[src/pkg/adcmp_params.svh]
// offsets, field positions, reset values of the digital comparator
`ifndef ADCMP_PARAMS_SVH
`define ADCMP_PARAMS_SVH
// register byte offsets
`define ADCMP_OFS_CTRL 8'h00
`define ADCMP_OFS_ENL 8'h04
`define ADCMP_OFS_ENH 8'h08
`define ADCMP_OFS_THLO 8'h0C
`define ADCMP_OFS_THHI 8'h10
`define ADCMP_OFS_ISTS 8'h14
`define ADCMP_OFS_ICLR 8'h18
`define ADCMP_OFS_IEN 8'h1C
// control field positions
`define ADCMP_CTRL_CHAN_LSB 8
`define ADCMP_CTRL_ON_BIT 7
`define ADCMP_CTRL_IRQEN_BIT 6
`define ADCMP_CTRL_STAT_BIT 5
`define ADCMP_CTRL_BETWEEN_BIT 4
`define ADCMP_CTRL_ABOVE_HI_BIT 3
`define ADCMP_CTRL_BELOW_HI_BIT 2
`define ADCMP_CTRL_ABOVE_LO_BIT 1
`define ADCMP_CTRL_BELOW_LO_BIT 0
// implemented bits
`define ADCMP_CTRL_WMASK 16'h00DF
`define ADCMP_ENH_MASK 16'h003F
`define ADCMP_NUM_CHAN 5'h16
// reset values
`define ADCMP_RST_REG16 16'h0000
`define ADCMP_RST_CHAN 5'h00
`define ADCMP_RST_IRQ 1'h0
`endif

[src/pkg/adcmp_pkg.sv]
// types shared by the digital comparator files
package adcmp_pkg;
   // one finished conversion from the result producer
   typedef struct packed {
      logic valid;
      logic [4:0] chan;
      logic [15:0] data;
   } adcmp_result_t;

   // one register write taken from the bus
   typedef struct packed {
      logic en;
      logic [7:0] addr;
      logic [31:0] data;
      logic [3:0] strb;
   } adcmp_regwr_t;

   // one register read taken from the bus
   typedef struct packed {
      logic en;
      logic [7:0] addr;
   } adcmp_regrd_t;
endpackage

[src/adcmp_axil_slave.sv]
// axi4-lite slave front end for the comparator registers
`timescale 1ns/1ns
module adcmp_axil_slave (
   // clock and reset
   input wire logic aclk,
   input wire logic aresetn,
   // axi4-lite
   input wire logic [7:0] s_axi_awaddr,
   input wire logic s_axi_awvalid,
   output logic s_axi_awready,
   input wire logic [31:0] s_axi_wdata,
   input wire logic [3:0] s_axi_wstrb,
   input wire logic s_axi_wvalid,
   output logic s_axi_wready,
   output logic [1:0] s_axi_bresp,
   output logic s_axi_bvalid,
   input wire logic s_axi_bready,
   input wire logic [7:0] s_axi_araddr,
   input wire logic s_axi_arvalid,
   output logic s_axi_arready,
   output logic [31:0] s_axi_rdata,
   output logic [1:0] s_axi_rresp,
   output logic s_axi_rvalid,
   input wire logic s_axi_rready,
   // register side
   output adcmp_pkg::adcmp_regwr_t wr,
   input wire logic wr_err,
   output adcmp_pkg::adcmp_regrd_t rd,
   input wire logic [31:0] rd_data,
   input wire logic rd_err
);
   logic aw_have_q;
   logic w_have_q;
   logic [7:0] awaddr_q;
   logic [31:0] wdata_q;
   logic [3:0] wstrb_q;

   // address and data may arrive in either order; hold each once taken
   assign s_axi_awready = !aw_have_q;
   assign s_axi_wready = !w_have_q;
   assign wr.en = aw_have_q && w_have_q && !s_axi_bvalid;
   assign wr.addr = awaddr_q;
   assign wr.data = wdata_q;
   assign wr.strb = wstrb_q;

   // capture of write address and data
   always_ff @(posedge aclk) begin
      if (!aresetn) begin
         aw_have_q <= 1'b0;
         w_have_q <= 1'b0;
         awaddr_q <= 8'h00;
         wdata_q <= 32'h00000000;
         wstrb_q <= 4'h0;
      end else begin
         if (s_axi_awvalid && s_axi_awready) begin
            aw_have_q <= 1'b1;
            awaddr_q <= s_axi_awaddr;
         end else if (wr.en) begin
            aw_have_q <= 1'b0;
         end
         if (s_axi_wvalid && s_axi_wready) begin
            w_have_q <= 1'b1;
            wdata_q <= s_axi_wdata;
            wstrb_q <= s_axi_wstrb;
         end else if (wr.en) begin
            w_have_q <= 1'b0;
         end
      end
   end

   // write response, slverr on an unmapped offset
   always_ff @(posedge aclk) begin
      if (!aresetn) begin
         s_axi_bvalid <= 1'b0;
         s_axi_bresp <= 2'h0;
      end else if (wr.en) begin
         s_axi_bvalid <= 1'b1;
         s_axi_bresp <= wr_err ? 2'h2 : 2'h0;
      end else if (s_axi_bready) begin
         s_axi_bvalid <= 1'b0;
      end
   end

   // reads answer one cycle after the address is taken
   assign s_axi_arready = !s_axi_rvalid;
   assign rd.en = s_axi_arvalid && s_axi_arready;
   assign rd.addr = s_axi_araddr;

   always_ff @(posedge aclk) begin
      if (!aresetn) begin
         s_axi_rvalid <= 1'b0;
         s_axi_rdata <= 32'h00000000;
         s_axi_rresp <= 2'h0;
      end else if (rd.en) begin
         s_axi_rvalid <= 1'b1;
         s_axi_rdata <= rd_data;
         s_axi_rresp <= rd_err ? 2'h2 : 2'h0;
      end else if (s_axi_rready) begin
         s_axi_rvalid <= 1'b0;
      end
   end
endmodule

[src/adcmp_top.sv]
// digital comparator on the adc result path, with register file
//
// Summary of operation
// - low enable register gates channels 0 to 15
// - high enable bits 5..0 gate channels 16-21
// - compare only results of enabled channels
// - high enable bits 15..6 read zero
//
// Local design decisions: the placing of the registers and register access over AXI4-Lite.
`timescale 1ns/1ns
`include "adcmp_params.svh"
module adcmp_top (
   // clock and reset
   input wire logic aclk,
   input wire logic aresetn,
   // axi4-lite register bus
   input wire logic [7:0] s_axi_awaddr,
   input wire logic s_axi_awvalid,
   output logic s_axi_awready,
   input wire logic [31:0] s_axi_wdata,
   input wire logic [3:0] s_axi_wstrb,
   input wire logic s_axi_wvalid,
   output logic s_axi_wready,
   output logic [1:0] s_axi_bresp,
   output logic s_axi_bvalid,
   input wire logic s_axi_bready,
   input wire logic [7:0] s_axi_araddr,
   input wire logic s_axi_arvalid,
   output logic s_axi_arready,
   output logic [31:0] s_axi_rdata,
   output logic [1:0] s_axi_rresp,
   output logic s_axi_rvalid,
   input wire logic s_axi_rready,
   // conversion results
   input adcmp_pkg::adcmp_result_t result,
   // event and interrupt
   output logic cmp_event,
   output logic irq
);
   // ------------------------------------------------------------
   // helpers
   // ------------------------------------------------------------

   // byte-lane merge of a 16-bit register
   function automatic logic [15:0] merge16(input logic [15:0] old,
         input logic [31:0] wdata, input logic [3:0] strb);
      logic [15:0] res;
      res = old;
      if (strb[0]) res[7:0] = wdata[7:0];
      if (strb[1]) res[15:8] = wdata[15:8];
      return res;
   endfunction

   // whether a register offset is mapped
   function automatic logic mapped(input logic [7:0] a);
      return a == `ADCMP_OFS_CTRL || a == `ADCMP_OFS_ENL ||
         a == `ADCMP_OFS_ENH || a == `ADCMP_OFS_THLO ||
         a == `ADCMP_OFS_THHI || a == `ADCMP_OFS_ISTS ||
         a == `ADCMP_OFS_ICLR || a == `ADCMP_OFS_IEN;
   endfunction

   // ------------------------------------------------------------
   // bus front end
   // ------------------------------------------------------------
   adcmp_pkg::adcmp_regwr_t wr;
   adcmp_pkg::adcmp_regrd_t rd;
   logic [31:0] rd_data;

   adcmp_axil_slave u_bus (
      .aclk(aclk),
      .aresetn(aresetn),
      .s_axi_awaddr(s_axi_awaddr),
      .s_axi_awvalid(s_axi_awvalid),
      .s_axi_awready(s_axi_awready),
      .s_axi_wdata(s_axi_wdata),
      .s_axi_wstrb(s_axi_wstrb),
      .s_axi_wvalid(s_axi_wvalid),
      .s_axi_wready(s_axi_wready),
      .s_axi_bresp(s_axi_bresp),
      .s_axi_bvalid(s_axi_bvalid),
      .s_axi_bready(s_axi_bready),
      .s_axi_araddr(s_axi_araddr),
      .s_axi_arvalid(s_axi_arvalid),
      .s_axi_arready(s_axi_arready),
      .s_axi_rdata(s_axi_rdata),
      .s_axi_rresp(s_axi_rresp),
      .s_axi_rvalid(s_axi_rvalid),
      .s_axi_rready(s_axi_rready),
      .wr(wr),
      .wr_err(!mapped(wr.addr)),
      .rd(rd),
      .rd_data(rd_data),
      .rd_err(!mapped(rd.addr))
   );

   // ------------------------------------------------------------
   // registers
   // ------------------------------------------------------------
   logic [15:0] ctrl_q;
   logic [15:0] enl_q;
   logic [15:0] enh_q;
   logic [15:0] thlo_q;
   logic [15:0] thhi_q;
   logic [4:0] chan_q;
   logic stat_q;
   logic ists_q;
   logic iena_q;
   logic event_q;

   logic wr_ctrl;
   logic rd_ctrl;
   logic unit_on;
   logic [21:0] gate_vec;
   logic gate;
   logic hit;
   logic ev_d;

   assign wr_ctrl = wr.en && wr.addr == `ADCMP_OFS_CTRL;
   assign rd_ctrl = rd.en && rd.addr == `ADCMP_OFS_CTRL;
   assign unit_on = ctrl_q[`ADCMP_CTRL_ON_BIT];

   // writable control bits; index and status bits stay hardware-owned
   always_ff @(posedge aclk) begin
      if (!aresetn) begin
         ctrl_q <= `ADCMP_RST_REG16;
      end else if (wr_ctrl) begin
         ctrl_q <= merge16(ctrl_q, wr.data, wr.strb) & `ADCMP_CTRL_WMASK;
      end
   end

   // channel gates and thresholds
   always_ff @(posedge aclk) begin
      if (!aresetn) begin
         enl_q <= `ADCMP_RST_REG16;
         enh_q <= `ADCMP_RST_REG16;
         thlo_q <= `ADCMP_RST_REG16;
         thhi_q <= `ADCMP_RST_REG16;
      end else if (wr.en) begin
         if (wr.addr == `ADCMP_OFS_ENL)
            enl_q <= merge16(enl_q, wr.data, wr.strb);
         if (wr.addr == `ADCMP_OFS_ENH)
            enh_q <= merge16(enh_q, wr.data, wr.strb)
               & `ADCMP_ENH_MASK;
         if (wr.addr == `ADCMP_OFS_THLO)
            thlo_q <= merge16(thlo_q, wr.data, wr.strb);
         if (wr.addr == `ADCMP_OFS_THHI)
            thhi_q <= merge16(thhi_q, wr.data, wr.strb);
      end
   end

   // ------------------------------------------------------------
   // comparison
   // ------------------------------------------------------------

   // channels 22..31 are reserved and never gated in
   assign gate_vec = {enh_q[5:0], enl_q};
   assign gate = result.chan < `ADCMP_NUM_CHAN
      && gate_vec[result.chan];

   // any selected condition counts; unsigned compare of raw results
   always_comb begin
      hit = 1'b0;
      if (ctrl_q[`ADCMP_CTRL_BELOW_LO_BIT] && result.data < thlo_q)
         hit = 1'b1;
      if (ctrl_q[`ADCMP_CTRL_ABOVE_LO_BIT] && result.data >= thlo_q)
         hit = 1'b1;
      if (ctrl_q[`ADCMP_CTRL_BELOW_HI_BIT] && result.data < thhi_q)
         hit = 1'b1;
      if (ctrl_q[`ADCMP_CTRL_ABOVE_HI_BIT] && result.data >= thhi_q)
         hit = 1'b1;
      if (ctrl_q[`ADCMP_CTRL_BETWEEN_BIT] && result.data >= thlo_q
            && result.data < thhi_q)
         hit = 1'b1;
   end

   assign ev_d = result.valid && unit_on && gate && hit;

   // event pulse and the causing channel
   always_ff @(posedge aclk) begin
      if (!aresetn) begin
         event_q <= 1'b0;
         chan_q <= `ADCMP_RST_CHAN;
      end else begin
         event_q <= ev_d;
         if (ev_d)
            chan_q <= result.chan;
      end
   end

   // status clears on a read of the control word or when switched off;
   // a new event in the same cycle wins over the read clear
   always_ff @(posedge aclk) begin
      if (!aresetn) begin
         stat_q <= 1'b0;
      end else if (ev_d) begin
         stat_q <= 1'b1;
      end else if (rd_ctrl || !unit_on) begin
         stat_q <= 1'b0;
      end
   end

   // ------------------------------------------------------------
   // interrupt
   // ------------------------------------------------------------

   // sticky status only catches events allowed onto the adc interrupt
   always_ff @(posedge aclk) begin
      if (!aresetn) begin
         ists_q <= `ADCMP_RST_IRQ;
         iena_q <= `ADCMP_RST_IRQ;
      end else begin
         if (ev_d && ctrl_q[`ADCMP_CTRL_IRQEN_BIT])
            ists_q <= 1'b1;
         else if (wr.en && wr.addr == `ADCMP_OFS_ICLR && wr.strb[0]
               && wr.data[0])
            ists_q <= 1'b0;
         if (wr.en && wr.addr == `ADCMP_OFS_IEN && wr.strb[0])
            iena_q <= wr.data[0];
      end
   end

   // level interrupt and event pulse from flip-flops
   assign irq = ists_q && iena_q;
   assign cmp_event = event_q;

   // ------------------------------------------------------------
   // read mux
   // ------------------------------------------------------------
   always_comb begin
      rd_data = 32'h00000000;
      unique case (rd.addr)
         `ADCMP_OFS_CTRL: begin
            rd_data[15:0] = ctrl_q;
            rd_data[`ADCMP_CTRL_CHAN_LSB +: 5] = chan_q;
            rd_data[`ADCMP_CTRL_STAT_BIT] = stat_q;
         end
         `ADCMP_OFS_ENL: rd_data[15:0] = enl_q;
         `ADCMP_OFS_ENH: rd_data[15:0] = enh_q & `ADCMP_ENH_MASK;
         `ADCMP_OFS_THLO: rd_data[15:0] = thlo_q;
         `ADCMP_OFS_THHI: rd_data[15:0] = thhi_q;
         `ADCMP_OFS_ISTS: rd_data[0] = ists_q;
         `ADCMP_OFS_IEN: rd_data[0] = iena_q;
         default: rd_data = 32'h00000000; // clear register reads zero
      endcase
   end
endmodule

[config.mk]
export PLATFORM = sky130hd
export DESIGN_NAME = adcmp_top
export DESIGN_NICKNAME = d
export VERILOG_FILES = /design/src/pkg/adcmp_pkg.sv /design/src/adcmp_axil_slave.sv /design/src/adcmp_top.sv
export VERILOG_INCLUDE_DIRS = /design/src /design/src/pkg
export SDC_FILE = /design/constraint.sdc
export NUM_CORES = 1
export LEC_CHECK = 0
export BUFFER_PORTS_ARGS = -buffer_cell sky130_fd_sc_hd__buf_2
export CAP_MARGIN = 40
export CORE_MARGIN = 2
export CORE_UTILIZATION = 60
export DETAILED_ROUTE_END_ITERATION = 10
export PLACE_DENSITY = 0.86
export SLEW_MARGIN = 20
export SYNTH_ARGS = -nofsm -noshare
export SYNTH_HDL_FRONTEND = slang
export SYNTH_SLANG_ARGS = --single-unit
[constraint.sdc]
create_clock -name aclk -period 4.7 [get_ports aclk]
set_input_delay 0.47 -clock aclk [delete_from_list [all_inputs] [get_ports aclk]]
set_output_delay 0.47 -clock aclk [all_outputs]
set_load 0.03 [all_outputs]
==> flow_metrics.env <==
export IMPL_area_of_combinational_cells_with_multiple_inputs_sq_um=3510
export IMPL_post_layout_total_power_w=0.00261
export IMPL_floorplan_io_pins=124
export IMPL_maxCapViolations=0
export IMPL_hold_buf_cts=0
export IMPL_asyncSetResetFlopFracSynth_pct=0
export IMPL_globalRouteTotalUtil_pct=28.9
export IMPL_dp_cells=864
export IMPL_initial_core_util_pct=61.0
export IMPL_timing_worst_slew_pin_value_ns=0.721
export IMPL_via_per_inst=5.86
export IMPL_cts_root_buf="clkbuf_8"
export IMPL_number_of_different_library_cells_in_the_post_synthesis_netlist=53
export IMPL_fillers=724
export IMPL_antenna_found_initial=0
export IMPL_power_switching_fraction_pct=23.6
export IMPL_power_switching_w=0.000617
export IMPL_cp_max_fo=8
export IMPL_worst_setup_hold_path_clk_slew_ns=0.06
export IMPL_floorplan_core_area_sq_um=10200
export IMPL_synth_edf_count=0
export IMPL_setup_violations_final=0
export IMPL_period_share_pct=60.1
export IMPL_seq_area_sq_um=2360
export IMPL_drt_antenna_violating_nets=0
export IMPL_synth_top_cell_area_share_pct=38.0
export IMPL_grt_pass1_wl_mm=25.4
export IMPL_cts_num_sinks=118
export IMPL_netlist_top_cell_by_area="dfxtp_1"
export IMPL_detailedRoute_firstPassIterationCount=7
export IMPL_cts_post_setup_buffers_inserted=0
export IMPL_nNetsFinal=862
export IMPL_htreeDepth=4
export IMPL_rsz_0062_raised_after_global_routing="false"
export IMPL_totalNegativeSetupSlack_ns=0
export IMPL_postSynthCellCount=669
export IMPL_first_global_vias=5267
export IMPL_post_place_ws_ns=1.87
export IMPL_finalMaxSlewViolations=0
export IMPL_finClkSkew_ns=0.0106
export IMPL_fp_row_count=37
export IMPL_final_layout_size_suffix_gt1_share_pct=18.2
export IMPL_hold_violations=0
export IMPL_worstSetupPathType="flop to flop"
export IMPL_count_of_buffers_inserted_at_the_top_level_ports=87
export IMPL_cts_made_buffers=17
export IMPL_die_ar_sq_um=11200
export IMPL_cell_area_after_technology_mapping_sq_um=6220
export IMPL_leakage_nw=3.00
export IMPL_largest_net_degree_at_the_start_of_global_routing=73
export IMPL_ys_warnings_count=0
export IMPL_startpoint_type="flop"
export IMPL_cts_resized_gates=0
export IMPL_wl_mm=15.8
export IMPL_p_seq_share_pct=40.0
export IMPL_timing_critical_path_to_type="flop"
export IMPL_die_w_um=106
export IMPL_final_cell_count_no_fill=898
export IMPL_drc=0
export IMPL_postSynth_topFlopCell="dfxtp_1"
export IMPL_cts_tree="built"
export IMPL_final_setup_worst_slack_ns=1.88
export IMPL_grt_overflow=0
export IMPL_comb_power_share_pct=8.2
export IMPL_cp_required_ns=5.14
export IMPL_antenna_diode_count=0
export IMPL_power_share_clock_pct=51.8
export IMPL_clk_latency_ns=0.53
export IMPL_peakVddDrop_v=0.000214
export IMPL_route_vias_total=5262
export IMPL_count_of_routing_violations_after_the_opening_detailed_route_iteration=406
export IMPL_route_detailed_wl_per_inst_um=17.6
export IMPL_relSlewSlack_pct=51.4
export IMPL_ys_seq_area_share_pct=38.0
export IMPL_main_area_contributors_after_synthesis="dfxtp_1 (38%), mux2i_1 (13%), nor2b_1 (6.7%)"
export IMPL_final_critical_delay_including_setup_and_external_delays_ns=2.82
export IMPL_worstPathArrival_ns=3.26
export IMPL_max_freq_ghz=0.354
export IMPL_hold_path_class="primary input to flop"
export IMPL_max_clock_path_buffers=2
export IMPL_dp_hpwl_mm=11.0
export IMPL_synth_avg_cell_area_sq_um=9.29
export IMPL_power_per_cell_area_nw_per_um2=359
export IMPL_die_h_um=106
export IMPL_area_growth_synth_to_final_pct=17.1
export IMPL_ys_seq_elements=118
export IMPL_gp_routability_congestion=0.898
export IMPL_p_int_w=0.00199
export IMPL_outcome="complete, no violations"
==> flip-flops by register name, indices dropped and copies added, names as in the netlist, 2 cells and up <==
signal and count:
enh_q 6, thhi_q 16, chan_q 5, ctrl_q 7, u_bus.s_axi_rdata 16, u_bus.wstrb_q 2
thlo_q 16, u_bus.wdata_q 16, u_bus.awaddr_q 8, enl_q 16
==> per-layer routing <==
metal / track usage (%) / vias up / wire, um
li1: - / 2448 / -
met1: 36.7 / 2458 / 6590
met2: 45.6 / 300 / 7310
met3: 7.36 / 56 / 1400
met4: 14.6 / 0 / 498
met5: 0 / - / 0
==> critical path, stage by stage (launching register included) <==
cell and delay, ns:
dfxtp_1 0.39, inv_1 0.06, ha_1 0.30, and4_1 0.24, a21oi_1 0.15, o21ai_0 0.28, nor4b_1 0.47, o2bb2ai_1 0.17
a31oi_4 0.42, mux2i_1 0.26
==> layout make-up <==
class,count,area share [%]
Multi-Input combinational cell,482,48.2
Timing Repair Buffer,95,6.69
Clock inverter,11,2.37
Inverter,35,1.80
Tap cell,136,2.34
Clock buffer,21,6.17
Sequential cell,118,32.4
==> cell usage after synthesis, types with 2 or more instances <==
cell,n
nand2b_1,3
a2111oi_0,2
buf_6,2
a21o_1,2
a21boi_0,28
o211a_1,3
and3_1,2
nand3_1,15
a21oi_1,18
a221oi_1,12
o211ai_1,2
mux4_1,5
o21ai_0,19
nand4_1,5
buf_2,4
nor2_1,31
ha_1,32
clkbuf_1,26
dfxtp_1,118
nor3_1,3
nand2_1,83
and4_1,2
nor3b_1,7
o21a_1,2
and2_1,12
mux4_2,7
buf_4,18
mux2i_1,79
inv_1,35
o31ai_1,2
nor2b_1,67
nor4_1,2
==> cell families (layout without fill, tap and decap cells) <==
family | count (synthesis) | count (layout) | synth area share [%]
simple gates | 242 | 242 | 20.2
other cells | 1 | 18 | 0.0603
buf+inv | 86 | 162 | 6.60
fa+ha+maj | 32 | 32 | 6.44
mux | 91 | 91 | 17.4
flops | 118 | 118 | 38.0
compound gates | 99 | 99 | 11.4
==> power by group through the flow <==
stage          Combinational [W]  Sequential (W)  Clock [W]
2_1_floorplan           0.000147         0.00107          0
3_3_place_gp            0.000197         0.00106          0
3_5_place_dp            0.000208         0.00107          0
4_1_cts                 0.000211         0.00104    0.00136
5_1_grt                 0.000234         0.00105    0.00141
6_report                0.000214         0.00105    0.00135
==> path summary, 6_finish.rpt <==
check	start	end	slack, ns	cells past startpoint
worst max-delay path	thhi_q[13]	chan_q[1]	1.88	9
worst min-delay path	s_axi_wvalid	u_bus.w_have_q	0.19	3
worst max register to register	thhi_q[13]	chan_q[1]	1.88	9
worst min register to register	chan_q[3]	chan_q[3]	0.47	2
==> metrics by stage <==
step | hold WS, ns | utilization [%] | cell area, sq um
after global routing | 0.200 | 71.5 | 7280
after global placement | 0.443 | 65.0 | 6620
final | 0.190 | 71.5 | 7280
after detailed placement | 0.456 | 65.2 | 6640
after floorplan | 0.435 | - | 6280
after CTS | 0.176 | 71.3 | 7270
==> cell usage in the layout, fill, tap and decap left out, types with 2 or more instances in the layout <==
cell / synthesis / final
clkbuf_8: 0 / 3
ha_1: 32 / 32
nor4_1: 2 / 2
nand2_1: 83 / 83
and4_1: 2 / 2
mux2i_1: 79 / 79
a21o_1: 2 / 2
clkinv_2: 0 / 2
clkbuf_1: 26 / 2
nor2_1: 31 / 31
a221oi_1: 12 / 12
o31ai_1: 2 / 2
mux4_1: 5 / 5
mux4_2: 7 / 7
dfxtp_1: 118 / 118
a2111oi_0: 2 / 2
o21a_1: 2 / 2
clkinv_4: 0 / 3
inv_1: 35 / 35
and3_1: 2 / 2
o211a_1: 3 / 3
o211ai_1: 2 / 2
a21boi_0: 28 / 28
nor3b_1: 7 / 7
buf_2: 4 / 89
and2_1: 12 / 12
o21ai_0: 19 / 19
nor2b_1: 67 / 67
bufinv_16: 0 / 4
a21oi_1: 18 / 18
buf_4: 18 / 5
nand3_1: 15 / 15
nand2b_1: 3 / 3
nand4_1: 5 / 5
nor3_1: 3 / 3
conb_1: 1 / 18
clkbuf_16: 0 / 16
Power figures use the tool's default switching activity.
